## src/hdl/sli_regs.vh

```
// constants for the status indicator driver: map, fields, codes, timing
`ifndef SLI_REGS_VH
`define SLI_REGS_VH

// ============================================================
// clock and time base
`define SLI_CLK_KHZ          100000
`define SLI_HALF_SEC_MS      500
`define SLI_HALF_SEC_CYCLES  (`SLI_HALF_SEC_MS * `SLI_CLK_KHZ)
`define SLI_TICK_W           26
`define SLI_STARTUP_SLOTS    8'h14

// ============================================================
// register map (byte addresses)
`define SLI_ADDR_W           8
`define SLI_DATA_W           32
`define SLI_ADR_STATUS       8'h00
`define SLI_ADR_MASK         8'h04
`define SLI_ADR_STATE        8'h08
`define SLI_ADR_CTRL         8'h0C

// status / mask bits
`define SLI_EV_W             3
`define SLI_EV_SYS_CHG       0
`define SLI_EV_APP_CHG       1
`define SLI_EV_HW_FAIL       2

// control bits and reset value
`define SLI_CTRL_W           2
`define SLI_CTRL_ENABLE      0
`define SLI_CTRL_TEST        1
`define SLI_CTRL_RST         2'h1

// state register fields
`define SLI_ST_SYS_LSB       0
`define SLI_ST_APP_LSB       4
`define SLI_ST_HWF_BIT       8

// ============================================================
// condition inputs, one bit each after synchronising
`define SLI_IN_W             10
`define SLI_IN_BOOT          0
`define SLI_IN_NOFW          1
`define SLI_IN_OSRUN         2
`define SLI_IN_INIT          3
`define SLI_IN_PRI_CYC       4
`define SLI_IN_SEC_CYC       5
`define SLI_IN_GW_RUN        6
`define SLI_IN_PRI_CFG       7
`define SLI_IN_SEC_CFG       8
`define SLI_IN_INIT_ERR      9

// ============================================================
// system indicator modes
`define SLI_SYS_W            2
`define SLI_SYS_BOOT         2'h0
`define SLI_SYS_NOFW         2'h1
`define SLI_SYS_RUN          2'h2
`define SLI_SYS_START        2'h3

// application indicator modes
`define SLI_APP_W            3
`define SLI_APP_OFF          3'h0
`define SLI_APP_GRN_ON       3'h1
`define SLI_APP_GRN_SGL      3'h2
`define SLI_APP_GRN_DBL      3'h3
`define SLI_APP_RED_SGL      3'h4
`define SLI_APP_RED_DBL      3'h5
`define SLI_APP_RED_ON       3'h6

// blink pattern slots of half a second each
`define SLI_SLOT_W           3
`define SLI_SGL_LEN          3'h5
`define SLI_DBL_LEN          3'h7
`define SLI_SLOT_ON1         3'h4
`define SLI_SLOT_ON2         3'h6

`endif

```

## src/hdl/sli_status_led.v

```verilog
// front-panel system and application indicator driver with register port
`timescale 1ns/100ps
`include "sli_regs.vh"
module sli_status_led
#(
    parameter HALF_SEC_CYCLES = `SLI_HALF_SEC_CYCLES
)
(
    // clock, reset, enable
    input  wire                   sys_clk,
    input  wire                   resetn,
    input  wire                   ce,
    // status conditions from firmware logic (asynchronous)
    input  wire                   boot_active,
    input  wire                   no_firmware,
    input  wire                   os_running,
    input  wire                   initialized,
    input  wire                   primary_port_cyclic,
    input  wire                   secondary_port_cyclic,
    input  wire                   gateway_running,
    input  wire                   primary_port_cfg_err,
    input  wire                   secondary_port_cfg_err,
    input  wire                   init_err,
    // register port
    input  wire [`SLI_ADDR_W-1:0] reg_addr,
    input  wire [`SLI_DATA_W-1:0] reg_wdata,
    input  wire                   reg_wr,
    input  wire                   reg_rd,
    output reg  [`SLI_DATA_W-1:0] reg_rdata,
    // interrupt
    output reg                    irq,
    // indicator drives
    output reg                    system_indicator_green,
    output reg                    system_indicator_yellow,
    output reg                    application_indicator_green,
    output reg                    application_indicator_red
);

    // ============================================================
    // functions
    function is_on;
        input [`SLI_SLOT_W-1:0] slot;
        input                   dbl;
        begin
            is_on = (slot == `SLI_SLOT_ON1) || (dbl && (slot == `SLI_SLOT_ON2));
        end
    endfunction

    function [`SLI_SLOT_W-1:0] slot_len;
        input dbl;
        begin
            slot_len = dbl ? `SLI_DBL_LEN : `SLI_SGL_LEN;
        end
    endfunction

    // ============================================================
    // declarations
    wire [`SLI_IN_W-1:0]   cond;
    reg  [`SLI_TICK_W-1:0] tick_cnt_r;
    reg                    half_tick;
    reg                    phase_r;
    reg  [`SLI_SLOT_W-1:0] slot_r;
    reg  [`SLI_SLOT_W-1:0] slot_nxt;
    reg  [`SLI_SYS_W-1:0]  sys_mode_r;
    reg  [`SLI_SYS_W-1:0]  sys_mode_nxt;
    reg  [`SLI_APP_W-1:0]  app_mode_r;
    reg  [`SLI_APP_W-1:0]  app_mode_nxt;
    reg  [7:0]             start_cnt_r;
    reg                    hw_fail_r;
    reg  [`SLI_EV_W-1:0]   status_r;
    reg  [`SLI_EV_W-1:0]   status_nxt;
    reg  [`SLI_EV_W-1:0]   mask_r;
    reg  [`SLI_CTRL_W-1:0] ctrl_r;
    reg  [`SLI_EV_W-1:0]   events;
    reg  [`SLI_DATA_W-1:0] rd_val;
    reg                    app_mode_chg;
    reg                    sys_g_nxt;
    reg                    sys_y_nxt;
    reg                    app_g_nxt;
    reg                    app_r_nxt;

    localparam integer           TICK_LAST_I = HALF_SEC_CYCLES - 1;
    localparam [`SLI_TICK_W-1:0] TICK_LAST   = TICK_LAST_I[`SLI_TICK_W-1:0];

    // ============================================================
    // input synchronisers
    sli_sync
    #(
        .W (`SLI_IN_W)
    )
    u_sync
    (
        .sys_clk  (sys_clk),
        .resetn   (resetn),
        .ce       (ce),
        .async_in ({init_err, secondary_port_cfg_err, primary_port_cfg_err,
                    gateway_running, secondary_port_cyclic, primary_port_cyclic,
                    initialized, os_running, no_firmware, boot_active}),
        .sync_out (cond)
    );

    // ============================================================
    // system indicator mode
    always @*
    begin
        if (cond[`SLI_IN_NOFW])
            sys_mode_nxt = `SLI_SYS_NOFW;
        else if (cond[`SLI_IN_BOOT])
            sys_mode_nxt = `SLI_SYS_BOOT;
        else if (cond[`SLI_IN_OSRUN])
            sys_mode_nxt = `SLI_SYS_RUN;
        else
            sys_mode_nxt = `SLI_SYS_START;
    end

    // ============================================================
    // application indicator mode, in priority order
    always @*
    begin
        if (cond[`SLI_IN_INIT_ERR])
            app_mode_nxt = `SLI_APP_RED_ON;
        else if (!cond[`SLI_IN_INIT])
            app_mode_nxt = `SLI_APP_OFF;
        else if (cond[`SLI_IN_PRI_CFG])
            app_mode_nxt = `SLI_APP_RED_SGL;
        else if (cond[`SLI_IN_SEC_CFG])
            app_mode_nxt = `SLI_APP_RED_DBL;
        else if (!cond[`SLI_IN_PRI_CYC])
            app_mode_nxt = `SLI_APP_GRN_SGL;
        else if (!cond[`SLI_IN_SEC_CYC])
            app_mode_nxt = `SLI_APP_GRN_DBL;
        else if (cond[`SLI_IN_GW_RUN])
            app_mode_nxt = `SLI_APP_GRN_ON;
        else
            app_mode_nxt = `SLI_APP_OFF;
        app_mode_chg = (app_mode_nxt != app_mode_r);
    end

    // ============================================================
    // half-second time base and pattern slot
    always @*
    begin
        half_tick = (tick_cnt_r == TICK_LAST);
        slot_nxt  = slot_r;
        if (app_mode_chg)
            slot_nxt = {`SLI_SLOT_W{1'b0}};
        else if (half_tick)
        begin
            if (slot_r == slot_len((app_mode_r == `SLI_APP_GRN_DBL) ||
                                   (app_mode_r == `SLI_APP_RED_DBL)) - 3'h1)
                slot_nxt = {`SLI_SLOT_W{1'b0}};
            else
                slot_nxt = slot_r + 3'h1;
        end
    end

    always @(posedge sys_clk or negedge resetn)
    begin
        if (!resetn)
        begin
            tick_cnt_r <= {`SLI_TICK_W{1'b0}};
            phase_r    <= 1'b0;
            slot_r     <= {`SLI_SLOT_W{1'b0}};
        end
        else if (ce)
        begin
            // a new pattern restarts at its off phase
            if (half_tick || app_mode_chg)
                tick_cnt_r <= {`SLI_TICK_W{1'b0}};
            else
                tick_cnt_r <= tick_cnt_r + 26'h1;
            if (half_tick)
                phase_r <= ~phase_r;
            slot_r <= slot_nxt;
        end
    end

    // ============================================================
    // start-up watchdog on steady yellow
    always @(posedge sys_clk or negedge resetn)
    begin
        if (!resetn)
        begin
            start_cnt_r <= 8'h00;
            hw_fail_r   <= 1'b0;
        end
        else if (ce)
        begin
            if (sys_mode_r != `SLI_SYS_START)
            begin
                start_cnt_r <= 8'h00;
                hw_fail_r   <= 1'b0;
            end
            else if (half_tick && !hw_fail_r)
            begin
                if (start_cnt_r == `SLI_STARTUP_SLOTS - 8'h01)
                    hw_fail_r <= 1'b1;
                start_cnt_r <= start_cnt_r + 8'h01;
            end
        end
    end

    // ============================================================
    // indicator outputs
    always @*
    begin
        sys_g_nxt = 1'b0;
        sys_y_nxt = 1'b0;
        case (sys_mode_r)
            `SLI_SYS_BOOT:
            begin
                sys_y_nxt = ~phase_r;
                sys_g_nxt = phase_r;
            end
            `SLI_SYS_NOFW:  sys_y_nxt = phase_r;
            `SLI_SYS_RUN:   sys_g_nxt = 1'b1;
            `SLI_SYS_START: sys_y_nxt = 1'b1;
            default:        sys_y_nxt = 1'b0;
        endcase
        app_g_nxt = 1'b0;
        app_r_nxt = 1'b0;
        case (app_mode_r)
            `SLI_APP_GRN_ON:  app_g_nxt = 1'b1;
            `SLI_APP_GRN_SGL: app_g_nxt = is_on(slot_r, 1'b0);
            `SLI_APP_GRN_DBL: app_g_nxt = is_on(slot_r, 1'b1);
            `SLI_APP_RED_SGL: app_r_nxt = is_on(slot_r, 1'b0);
            `SLI_APP_RED_DBL: app_r_nxt = is_on(slot_r, 1'b1);
            `SLI_APP_RED_ON:  app_r_nxt = 1'b1;
            default:          app_r_nxt = 1'b0;
        endcase
        // lamp test lights every element, disable blanks them
        if (ctrl_r[`SLI_CTRL_TEST])
        begin
            sys_g_nxt = 1'b1;
            sys_y_nxt = 1'b1;
            app_g_nxt = 1'b1;
            app_r_nxt = 1'b1;
        end
        else if (!ctrl_r[`SLI_CTRL_ENABLE])
        begin
            sys_g_nxt = 1'b0;
            sys_y_nxt = 1'b0;
            app_g_nxt = 1'b0;
            app_r_nxt = 1'b0;
        end
    end

    always @(posedge sys_clk or negedge resetn)
    begin
        if (!resetn)
        begin
            sys_mode_r                  <= `SLI_SYS_START;
            app_mode_r                  <= `SLI_APP_OFF;
            system_indicator_green      <= 1'b0;
            system_indicator_yellow     <= 1'b0;
            application_indicator_green <= 1'b0;
            application_indicator_red   <= 1'b0;
        end
        else if (ce)
        begin
            sys_mode_r                  <= sys_mode_nxt;
            app_mode_r                  <= app_mode_nxt;
            system_indicator_green      <= sys_g_nxt;
            system_indicator_yellow     <= sys_y_nxt;
            application_indicator_green <= app_g_nxt;
            application_indicator_red   <= app_r_nxt;
        end
    end

    // ============================================================
    // events, sticky status and interrupt
    always @*
    begin
        events                   = {`SLI_EV_W{1'b0}};
        events[`SLI_EV_SYS_CHG]  = (sys_mode_nxt != sys_mode_r);
        events[`SLI_EV_APP_CHG]  = app_mode_chg;
        events[`SLI_EV_HW_FAIL]  = half_tick && !hw_fail_r &&
                                   (sys_mode_r == `SLI_SYS_START) &&
                                   (start_cnt_r == `SLI_STARTUP_SLOTS - 8'h01);
        status_nxt = status_r;
        if (reg_wr && (reg_addr == `SLI_ADR_STATUS))
            status_nxt = status_r & ~reg_wdata[`SLI_EV_W-1:0];
        // a new event wins over a clear in the same cycle
        status_nxt = status_nxt | events;
    end

    // ============================================================
    // register read mux
    always @*
    begin
        rd_val = {`SLI_DATA_W{1'b0}};
        case (reg_addr)
            `SLI_ADR_STATUS: rd_val[`SLI_EV_W-1:0]   = status_r;
            `SLI_ADR_MASK:   rd_val[`SLI_EV_W-1:0]   = mask_r;
            `SLI_ADR_CTRL:   rd_val[`SLI_CTRL_W-1:0] = ctrl_r;
            `SLI_ADR_STATE:
            begin
                rd_val[`SLI_ST_SYS_LSB +: `SLI_SYS_W] = sys_mode_r;
                rd_val[`SLI_ST_APP_LSB +: `SLI_APP_W] = app_mode_r;
                rd_val[`SLI_ST_HWF_BIT]               = hw_fail_r;
            end
            default:         rd_val = {`SLI_DATA_W{1'b0}};
        endcase
    end

    always @(posedge sys_clk or negedge resetn)
    begin
        if (!resetn)
        begin
            status_r  <= {`SLI_EV_W{1'b0}};
            mask_r    <= {`SLI_EV_W{1'b0}};
            ctrl_r    <= `SLI_CTRL_RST;
            reg_rdata <= {`SLI_DATA_W{1'b0}};
            irq       <= 1'b0;
        end
        else if (ce)
        begin
            status_r <= status_nxt;
            if (reg_wr && (reg_addr == `SLI_ADR_MASK))
                mask_r <= reg_wdata[`SLI_EV_W-1:0];
            if (reg_wr && (reg_addr == `SLI_ADR_CTRL))
                ctrl_r <= reg_wdata[`SLI_CTRL_W-1:0];
            reg_rdata <= reg_rd ? rd_val : {`SLI_DATA_W{1'b0}};
            irq       <= |(status_nxt & mask_r);
        end
    end

endmodule

```

## src/hdl/sli_sync.v

```verilog
// three-stage input synchroniser that passes a bit once stages two and three agree
`timescale 1ns/100ps
module sli_sync
#(
    parameter W = 1
)
(
    // clock, reset, enable
    input  wire         sys_clk,
    input  wire         resetn,
    input  wire         ce,
    // asynchronous in, synchronous out
    input  wire [W-1:0] async_in,
    output reg  [W-1:0] sync_out
);

    reg [W-1:0] s1_r;
    reg [W-1:0] s2_r;
    reg [W-1:0] s3_r;

    // ============================================================
    // stages
    always @(posedge sys_clk or negedge resetn)
    begin
        if (!resetn)
        begin
            s1_r     <= {W{1'b0}};
            s2_r     <= {W{1'b0}};
            s3_r     <= {W{1'b0}};
            sync_out <= {W{1'b0}};
        end
        else if (ce)
        begin
            s1_r     <= async_in;
            s2_r     <= s1_r;
            s3_r     <= s2_r;
            // a bit only moves once two stages hold the same value
            sync_out <= (sync_out & (s2_r ^ s3_r)) | (s3_r & ~(s2_r ^ s3_r));
        end
    end

endmodule

```

## config.mk

```make
export PLATFORM = sky130hd
export DESIGN_NAME = sli_status_led
export DESIGN_NICKNAME = d
export VERILOG_FILES = /design/src/hdl/sli_status_led.v /design/src/hdl/sli_sync.v
export VERILOG_INCLUDE_DIRS = /design/src /design/src/hdl
export SDC_FILE = /design/constraint.sdc
export NUM_CORES = 1
export LEC_CHECK = 0
export ABC_AREA = 0
export BUFFER_PORTS_ARGS = -buffer_cell sky130_fd_sc_hd__buf_2
export CORE_ASPECT_RATIO = 0.9
export CORE_UTILIZATION = 56
export DETAILED_ROUTE_END_ITERATION = 8
export GPL_ROUTABILITY_DRIVEN = 0
export PLACE_DENSITY = 0.8
export SLEW_MARGIN = 25
export SYNTH_ARGS = -nofsm -noshare
export SYNTH_HDL_FRONTEND = slang
export SYNTH_SLANG_ARGS = --single-unit
```

## constraint.sdc

```tcl
create_clock -name sys_clk -period 2.87 [get_ports sys_clk]
set_input_delay 0.287 -clock sys_clk [delete_from_list [all_inputs] [get_ports sys_clk]]
set_output_delay 0.287 -clock sys_clk [all_outputs]
set_load 0.01 [all_outputs]
```

======== Yosys cells after proc, flatten, opt, wreduce, memory -nomap -nowiden ========
Cells that the tools add are included.
cells by class
  reductions and logical operators ........ 22
  equality and inequality tests ........... 20
  bitwise logic cells ..................... 10
  muxes and demuxes ....................... 38
  add/sub/neg operators ................... 4
operators with widths
  cell                                                  count
  2-to-1 mux 3 bit                                      9
  adder 26 x 1 -> 26 bit (second input constant)        1
  equality test 26 bit (second input constant)          1
  2-to-1 mux 26 bit                                     1
  AND 10 bit                                            2
  equality test 8 x 4 -> 1 bit (second input constant)  2
  2-to-1 mux 8 bit                                      2
  equality test 3 bit (second input constant)           5
  2-to-1 mux 1 bit                                      14
  2-to-1 mux 2 bit                                      5
  inverter 10 bit                                       1
  bitwise OR 10 bit                                     1
  AND reduction 2 bit                                   5
  XOR 10 bit                                            1
  2-to-1 mux 9 bit                                      1
  case mux 1 bit (3 select lines)                       3
  adder 8 x 1 -> 8 bit (second input constant)          1
  equality test 8 x 3 -> 1 bit (second input constant)  1
  equality test 8 x 5 -> 1 bit (second input constant)  1
  logical NOT 8 bit                                     1
  case mux 2 bit (4 select lines)                       1
  AND 3 bit                                             2
  equality test 3 x 2 -> 1 bit (second input constant)  2
  logical AND 1 bit                                     6
  19 further kinds                                      25
word-level totals
  register bits after elaboration ......... 129

======== Logic depth before layout (Yosys ltp) ========
  depth after elaboration ................. 11
  mapped depth ............................ 7

======== By module ========
From an unflattened synthesis, not the netlist that was laid out.
second synthesis, totals
  cells, all modules ...................... 497
  area, all modules ....................... 5238.8 µm²
by module, submodules not included
  module          area each (µm²)  sequential area each (µm²)  instances  cells an instance
  sli_status_led  3613.5           1605.3                      1          381
  sli_sync        1625.3           1001.0                      1          116

======== Worst setup path after synthesis ========
No wires, ideal clock.
  path kind ............................... register to register
  start ................................... register tick_cnt_r[10]
  end ..................................... register start_cnt_r[7]
  cell stages (with the launch flop) ...... 7
  arrival time ............................ 1.930 ns
  setup time .............................. 0.069 ns
  setup slack ............................. 0.871 ns
  cells stage by stage .................... dfrtp_1 -> nor4_4 -> nand4_2 -> nor4_4 -> nand4_1 -> or4_1 -> nand3_1
on the way
  cells in the longest elaborated chain, start to end .. 4
RTL lines
  element                               line                  text
  start: declaration                    sli_status_led.v:59   reg [`SLI_TICK_W-1:0] tick_cnt_r;
  start signal: assignment              sli_status_led.v:161  tick_cnt_r <= {`SLI_TICK_W{1'b0}};
  start signal: assignment              sli_status_led.v:169  tick_cnt_r <= {`SLI_TICK_W{1'b0}};
  start signal: assignment              sli_status_led.v:171  tick_cnt_r <= tick_cnt_r + 26'h1;
  equality test 26 bit                  sli_status_led.v:143  half_tick = (tick_cnt_r == TICK_LAST);
  logical AND 1 bit                     sli_status_led.v:194  else if (half_tick && !hw_fail_r)
  nonzero test 2 bit (no source line)   -
  AND reduction 2 bit (no source line)  -
  end signal: assignment                sli_status_led.v:198  start_cnt_r <= start_cnt_r + 8'h01;
  end: declaration                      sli_status_led.v:68   reg [7:0] start_cnt_r;
Every way passes these cells.
A chain may end at the register's enable or synchronous reset.

======== Worst setup path after layout ========
  start ................................... register tick_cnt_r[0]
  end ..................................... register start_cnt_r[5]
Same word-level chain as after synthesis.

==> impl_summary.txt <==
----------------------------------------------------
[Placement]
  Minimum setup slack after placement ... 584.0 ps
  HPWL Detailed ... 6703 um
  Count of buffers from port buffering ... 37

[Clocking]
  CTS Hold Bufs ... 0
  TritonCTS clock tree ... built
  Clock Latency Late Sink ... 380 ps
  Setup repair bufs after CTS ... 0
  CTS-repair resized insts ... 0
  Clock buffer depth ... 2
  Clock tree root driver cell ... sky130_fd_sc_hd__clkbuf_8
  Number of clock sinks ... 104
  Level count of the clock H-tree ... 3
  Num CTS Buffers ... 9
  Clock transition at the registers of the reported paths ... 100 ps

[Worst setup path]
  Max Fanout on Critical Path ... 9
  Worst setup path category ... reg -> reg
  Sort of element at the start of the critical path ... flop
  Worst path arrival time ... 2630 ps
  Kind of end point of the critical path ... flop
  Logic depth of the worst register-to-register path ... 7
  Required time reported for the critical path endpoint ... 3190 ps

[Pwr]
  Areal power density over the cells ... 605.9 nW/um2
  Leakage power ... 2.476 nW
  Worst voltage drop across the vdd grid ... 0.0004509 V

[Synthesis]
  Synth top area cells ... sky130_fd_sc_hd__dfrtp_1 (49%), sky130_fd_sc_hd__mux2_2 (5.7%), sky130_fd_sc_hd__o21ai_0 (4.4%)
  Gate count after technology mapping ... 506
  Number of distinct library cells after synthesis ... 57
  Post-synthesis cell area ... 5132 um2
  Number of synthesized flops with an enable pin ... 0
  Total of flip-flops plus latches after synthesis ... 104
  Syn_area_per_cell ... 10.14 um2
  Portion of synthesized cell area occupied by the leading cell type ... 49.24%
  Synth Warn # ... 0
  Sequential cell area fraction in the yosys report ... 50.78%
  Ys async rst share ... 100.0%
  Dominant synthesized flop cell ... sky130_fd_sc_hd__dfrtp_1
  Largest area contributor in the netlist ... sky130_fd_sc_hd__dfrtp_1

[Drt]
  Vias after detailed routing ... 3,703
  Vias per Instance ... 5.594
  Detailed Routing Iterations Pass 1 ... 4
  Final routed wirelength across all metal layers ... 9523 um
  Number of DRC violations after detailed routing ... 0
  Antenna Violating Nets Remaining ... 0
  WL per Instance ... 14.39 um
  Count of routing violations after the opening detailed-route iteration ... 265

[STA]
  Final critical path time including I/O delays and setup ... 2310 ps
  Count of final hold-check violations ... 22
  Slew at the pin with the worst max-slew slack ... 795.3 ps
  Hold Slack ... -36.93 ps
  Pins over their slew limit ... 0
  # setup viols final ... 0
  RSZ-0062 raised after global routing ... no
  Final sum of negative setup slack ... 0 ps
  Timing-limited maximum frequency ... 432.8 MHz
  Max-slew headroom ... 46.98%
  Final worst clock skew ... 9.813 ps
  Final setup slack of the worst path ... 559.7 ps
  Period Utilization, post-route ... 80.50%

[Status]
  Run status ... finished with violations
  Failing checks ... negative hold slack

[Hold path]
  HP Class ... in -> async

[Floorplan]
  Die Wd ... 102.9 um
  Starting utilization of the core area ... 58.80%
  Overall die area ... 9552 um2
  I/O pin count ... 92
  Placeable core region ... 8728 um2
  Y dimension of the die ... 92.82 um
  FP Rows ... 32

[Run]
  Max Cap Viol ... 0

[GRT]
  Maximum number of pins on one net before global-route repair ... 61
  First-pass GRT wire length ... 16,240 um
  Antenna violations before repair ... 0
  Leftover overflow at the end of global routing ... 0
  Global Route Usage Sum ... 22.03%
  Vias in the first global route ... 3,451

[Cells and area]
  Layout cell share with drive strength beyond 1 ... 18.23%
  Number of filler instances in the final layout ... 722
  Post-synthesis to final-layout area growth ... 7.606%
  Inserted Diodes ... 0
  Most used cells in the layout excluding fill and tap cells ... sky130_fd_sc_hd__dfrtp_1 (101), sky130_fd_sc_hd__nor2_1 (47), sky130_fd_sc_hd__o21ai_0 (45)
  Net count, final ... 598
  End-of-flow core utilization ... 63.27%
  Most common cell after layout, fill and taps aside ... sky130_fd_sc_hd__dfrtp_1

----------------------------------------------------
-- logic make-up after synthesis --
logic type / Yosys count / synth area share, %
buffers and inverters: 68 / 6.850
adder cells (fa/ha/maj): 5 / 1.219
multiplexers: 30 / 6.972
other: 1 / 0.07306
AO/OA/AOI/OAI: 108 / 12.82
XOR/XNOR: 28 / 4.778
AND/OR/NAND/NOR: 162 / 16.50
flip-flops: 104 / 50.78
-- per-layer routing --
metal,global-route usage (%),part of all wire (%)
met5,0,0
met4,6.573,1.4
met3,5.585,4.0
met2,34.22,47
met1,30.37,48
-- final timing paths --
path / from / endpoint / slack (ps)
setup / recovery: tick_cnt_r[0] / start_cnt_r[5] / 560
hold / removal: resetn / reg_rdata[1] / -40
setup reg to reg: tick_cnt_r[0] / start_cnt_r[5] / 560
hold reg to reg: phase_r / phase_r / 500
max in group asynchronous: resetn / ctrl_r[0] / 2170
min in group sys_clk: secondary_port_cfg_err / u_sync.s1_r[8] / 130
-- through the flow --
stage	total power, mW	std cells	cell area [um2]
after floorplan	2.339	530	5223
after global placement	2.483	646	5344
after detailed placement	2.532	646	5344
after CTS	3.375	662	5523
after global routing	3.544	662	5523
final	3.347	662	5523
-- worst max-delay path: stages, from the launching register on --
cell,delay [ps]
sky130_fd_sc_hd__dfrtp_1,400
sky130_fd_sc_hd__ha_1,200
sky130_fd_sc_hd__and2_1,220
sky130_fd_sc_hd__nand4_2,150
sky130_fd_sc_hd__nor4_4,560
sky130_fd_sc_hd__nand3_2,240
sky130_fd_sc_hd__or3b_1,420
sky130_fd_sc_hd__nand2_1,70
-- Yosys cell counts, types with 3 or more instances --
library cell and n:
sky130_fd_sc_hd__nand3_1 17, sky130_fd_sc_hd__buf_4 25, sky130_fd_sc_hd__mux2_2 26, sky130_fd_sc_hd__nand4_1 9, sky130_fd_sc_hd__a22o_1 6, sky130_fd_sc_hd__or3_1 3, sky130_fd_sc_hd__xor2_1 15, sky130_fd_sc_hd__and2_1 5
sky130_fd_sc_hd__or4_1 4, sky130_fd_sc_hd__buf_1 5, sky130_fd_sc_hd__nor2_1 47, sky130_fd_sc_hd__xnor2_1 13, sky130_fd_sc_hd__o2bb2ai_1 4, sky130_fd_sc_hd__inv_1 23, sky130_fd_sc_hd__ha_1 5, sky130_fd_sc_hd__clkbuf_1 13
sky130_fd_sc_hd__dfrtp_1 101, sky130_fd_sc_hd__o21ai_0 45, sky130_fd_sc_hd__nor3b_1 3, sky130_fd_sc_hd__a21oi_1 28, sky130_fd_sc_hd__a31oi_1 4, sky130_fd_sc_hd__nand2_1 38, sky130_fd_sc_hd__o31ai_1 4, sky130_fd_sc_hd__nand2b_1 6
sky130_fd_sc_hd__and3_1 5, sky130_fd_sc_hd__dfstp_2 3, sky130_fd_sc_hd__nor3_1 9
-- cell type report --
cell class	count	area [um2]	area share (%)
Timing Repair Buffer	42	237.7	4.304
Inverter	23	86.33	1.563
Tap cell	119	148.9	2.696
Sequential cell	104	2606	47.19
Multi-Input combinational cell	358	2265	41.01
Clock buffer	9	123.9	2.243
Clock inverter	7	55.05	0.9968
-- sequential cells by signal (all words and copies together), names as in the netlist, 3 cells and up, named ones only --
| register | flops |
|---|---|
| reg_rdata | 7 |
| status_r | 3 |
| start_cnt_r | 8 |
| app_mode_r | 3 |
| u_sync.s2_r | 10 |
| mask_r | 3 |
| tick_cnt_r | 26 |
| slot_r | 3 |
| u_sync.s3_r | 10 |
| u_sync.s1_r | 10 |
-- where the power goes --
group          switching, mW  total, mW  internal (mW)  leakage (nW)
registers              0.201       1.83           1.63          1.33
logic                  0.398      0.673          0.275          1.06
clock network          0.519      0.841          0.323        0.0862
Note: power is estimated with default switching activity, not from simulation.
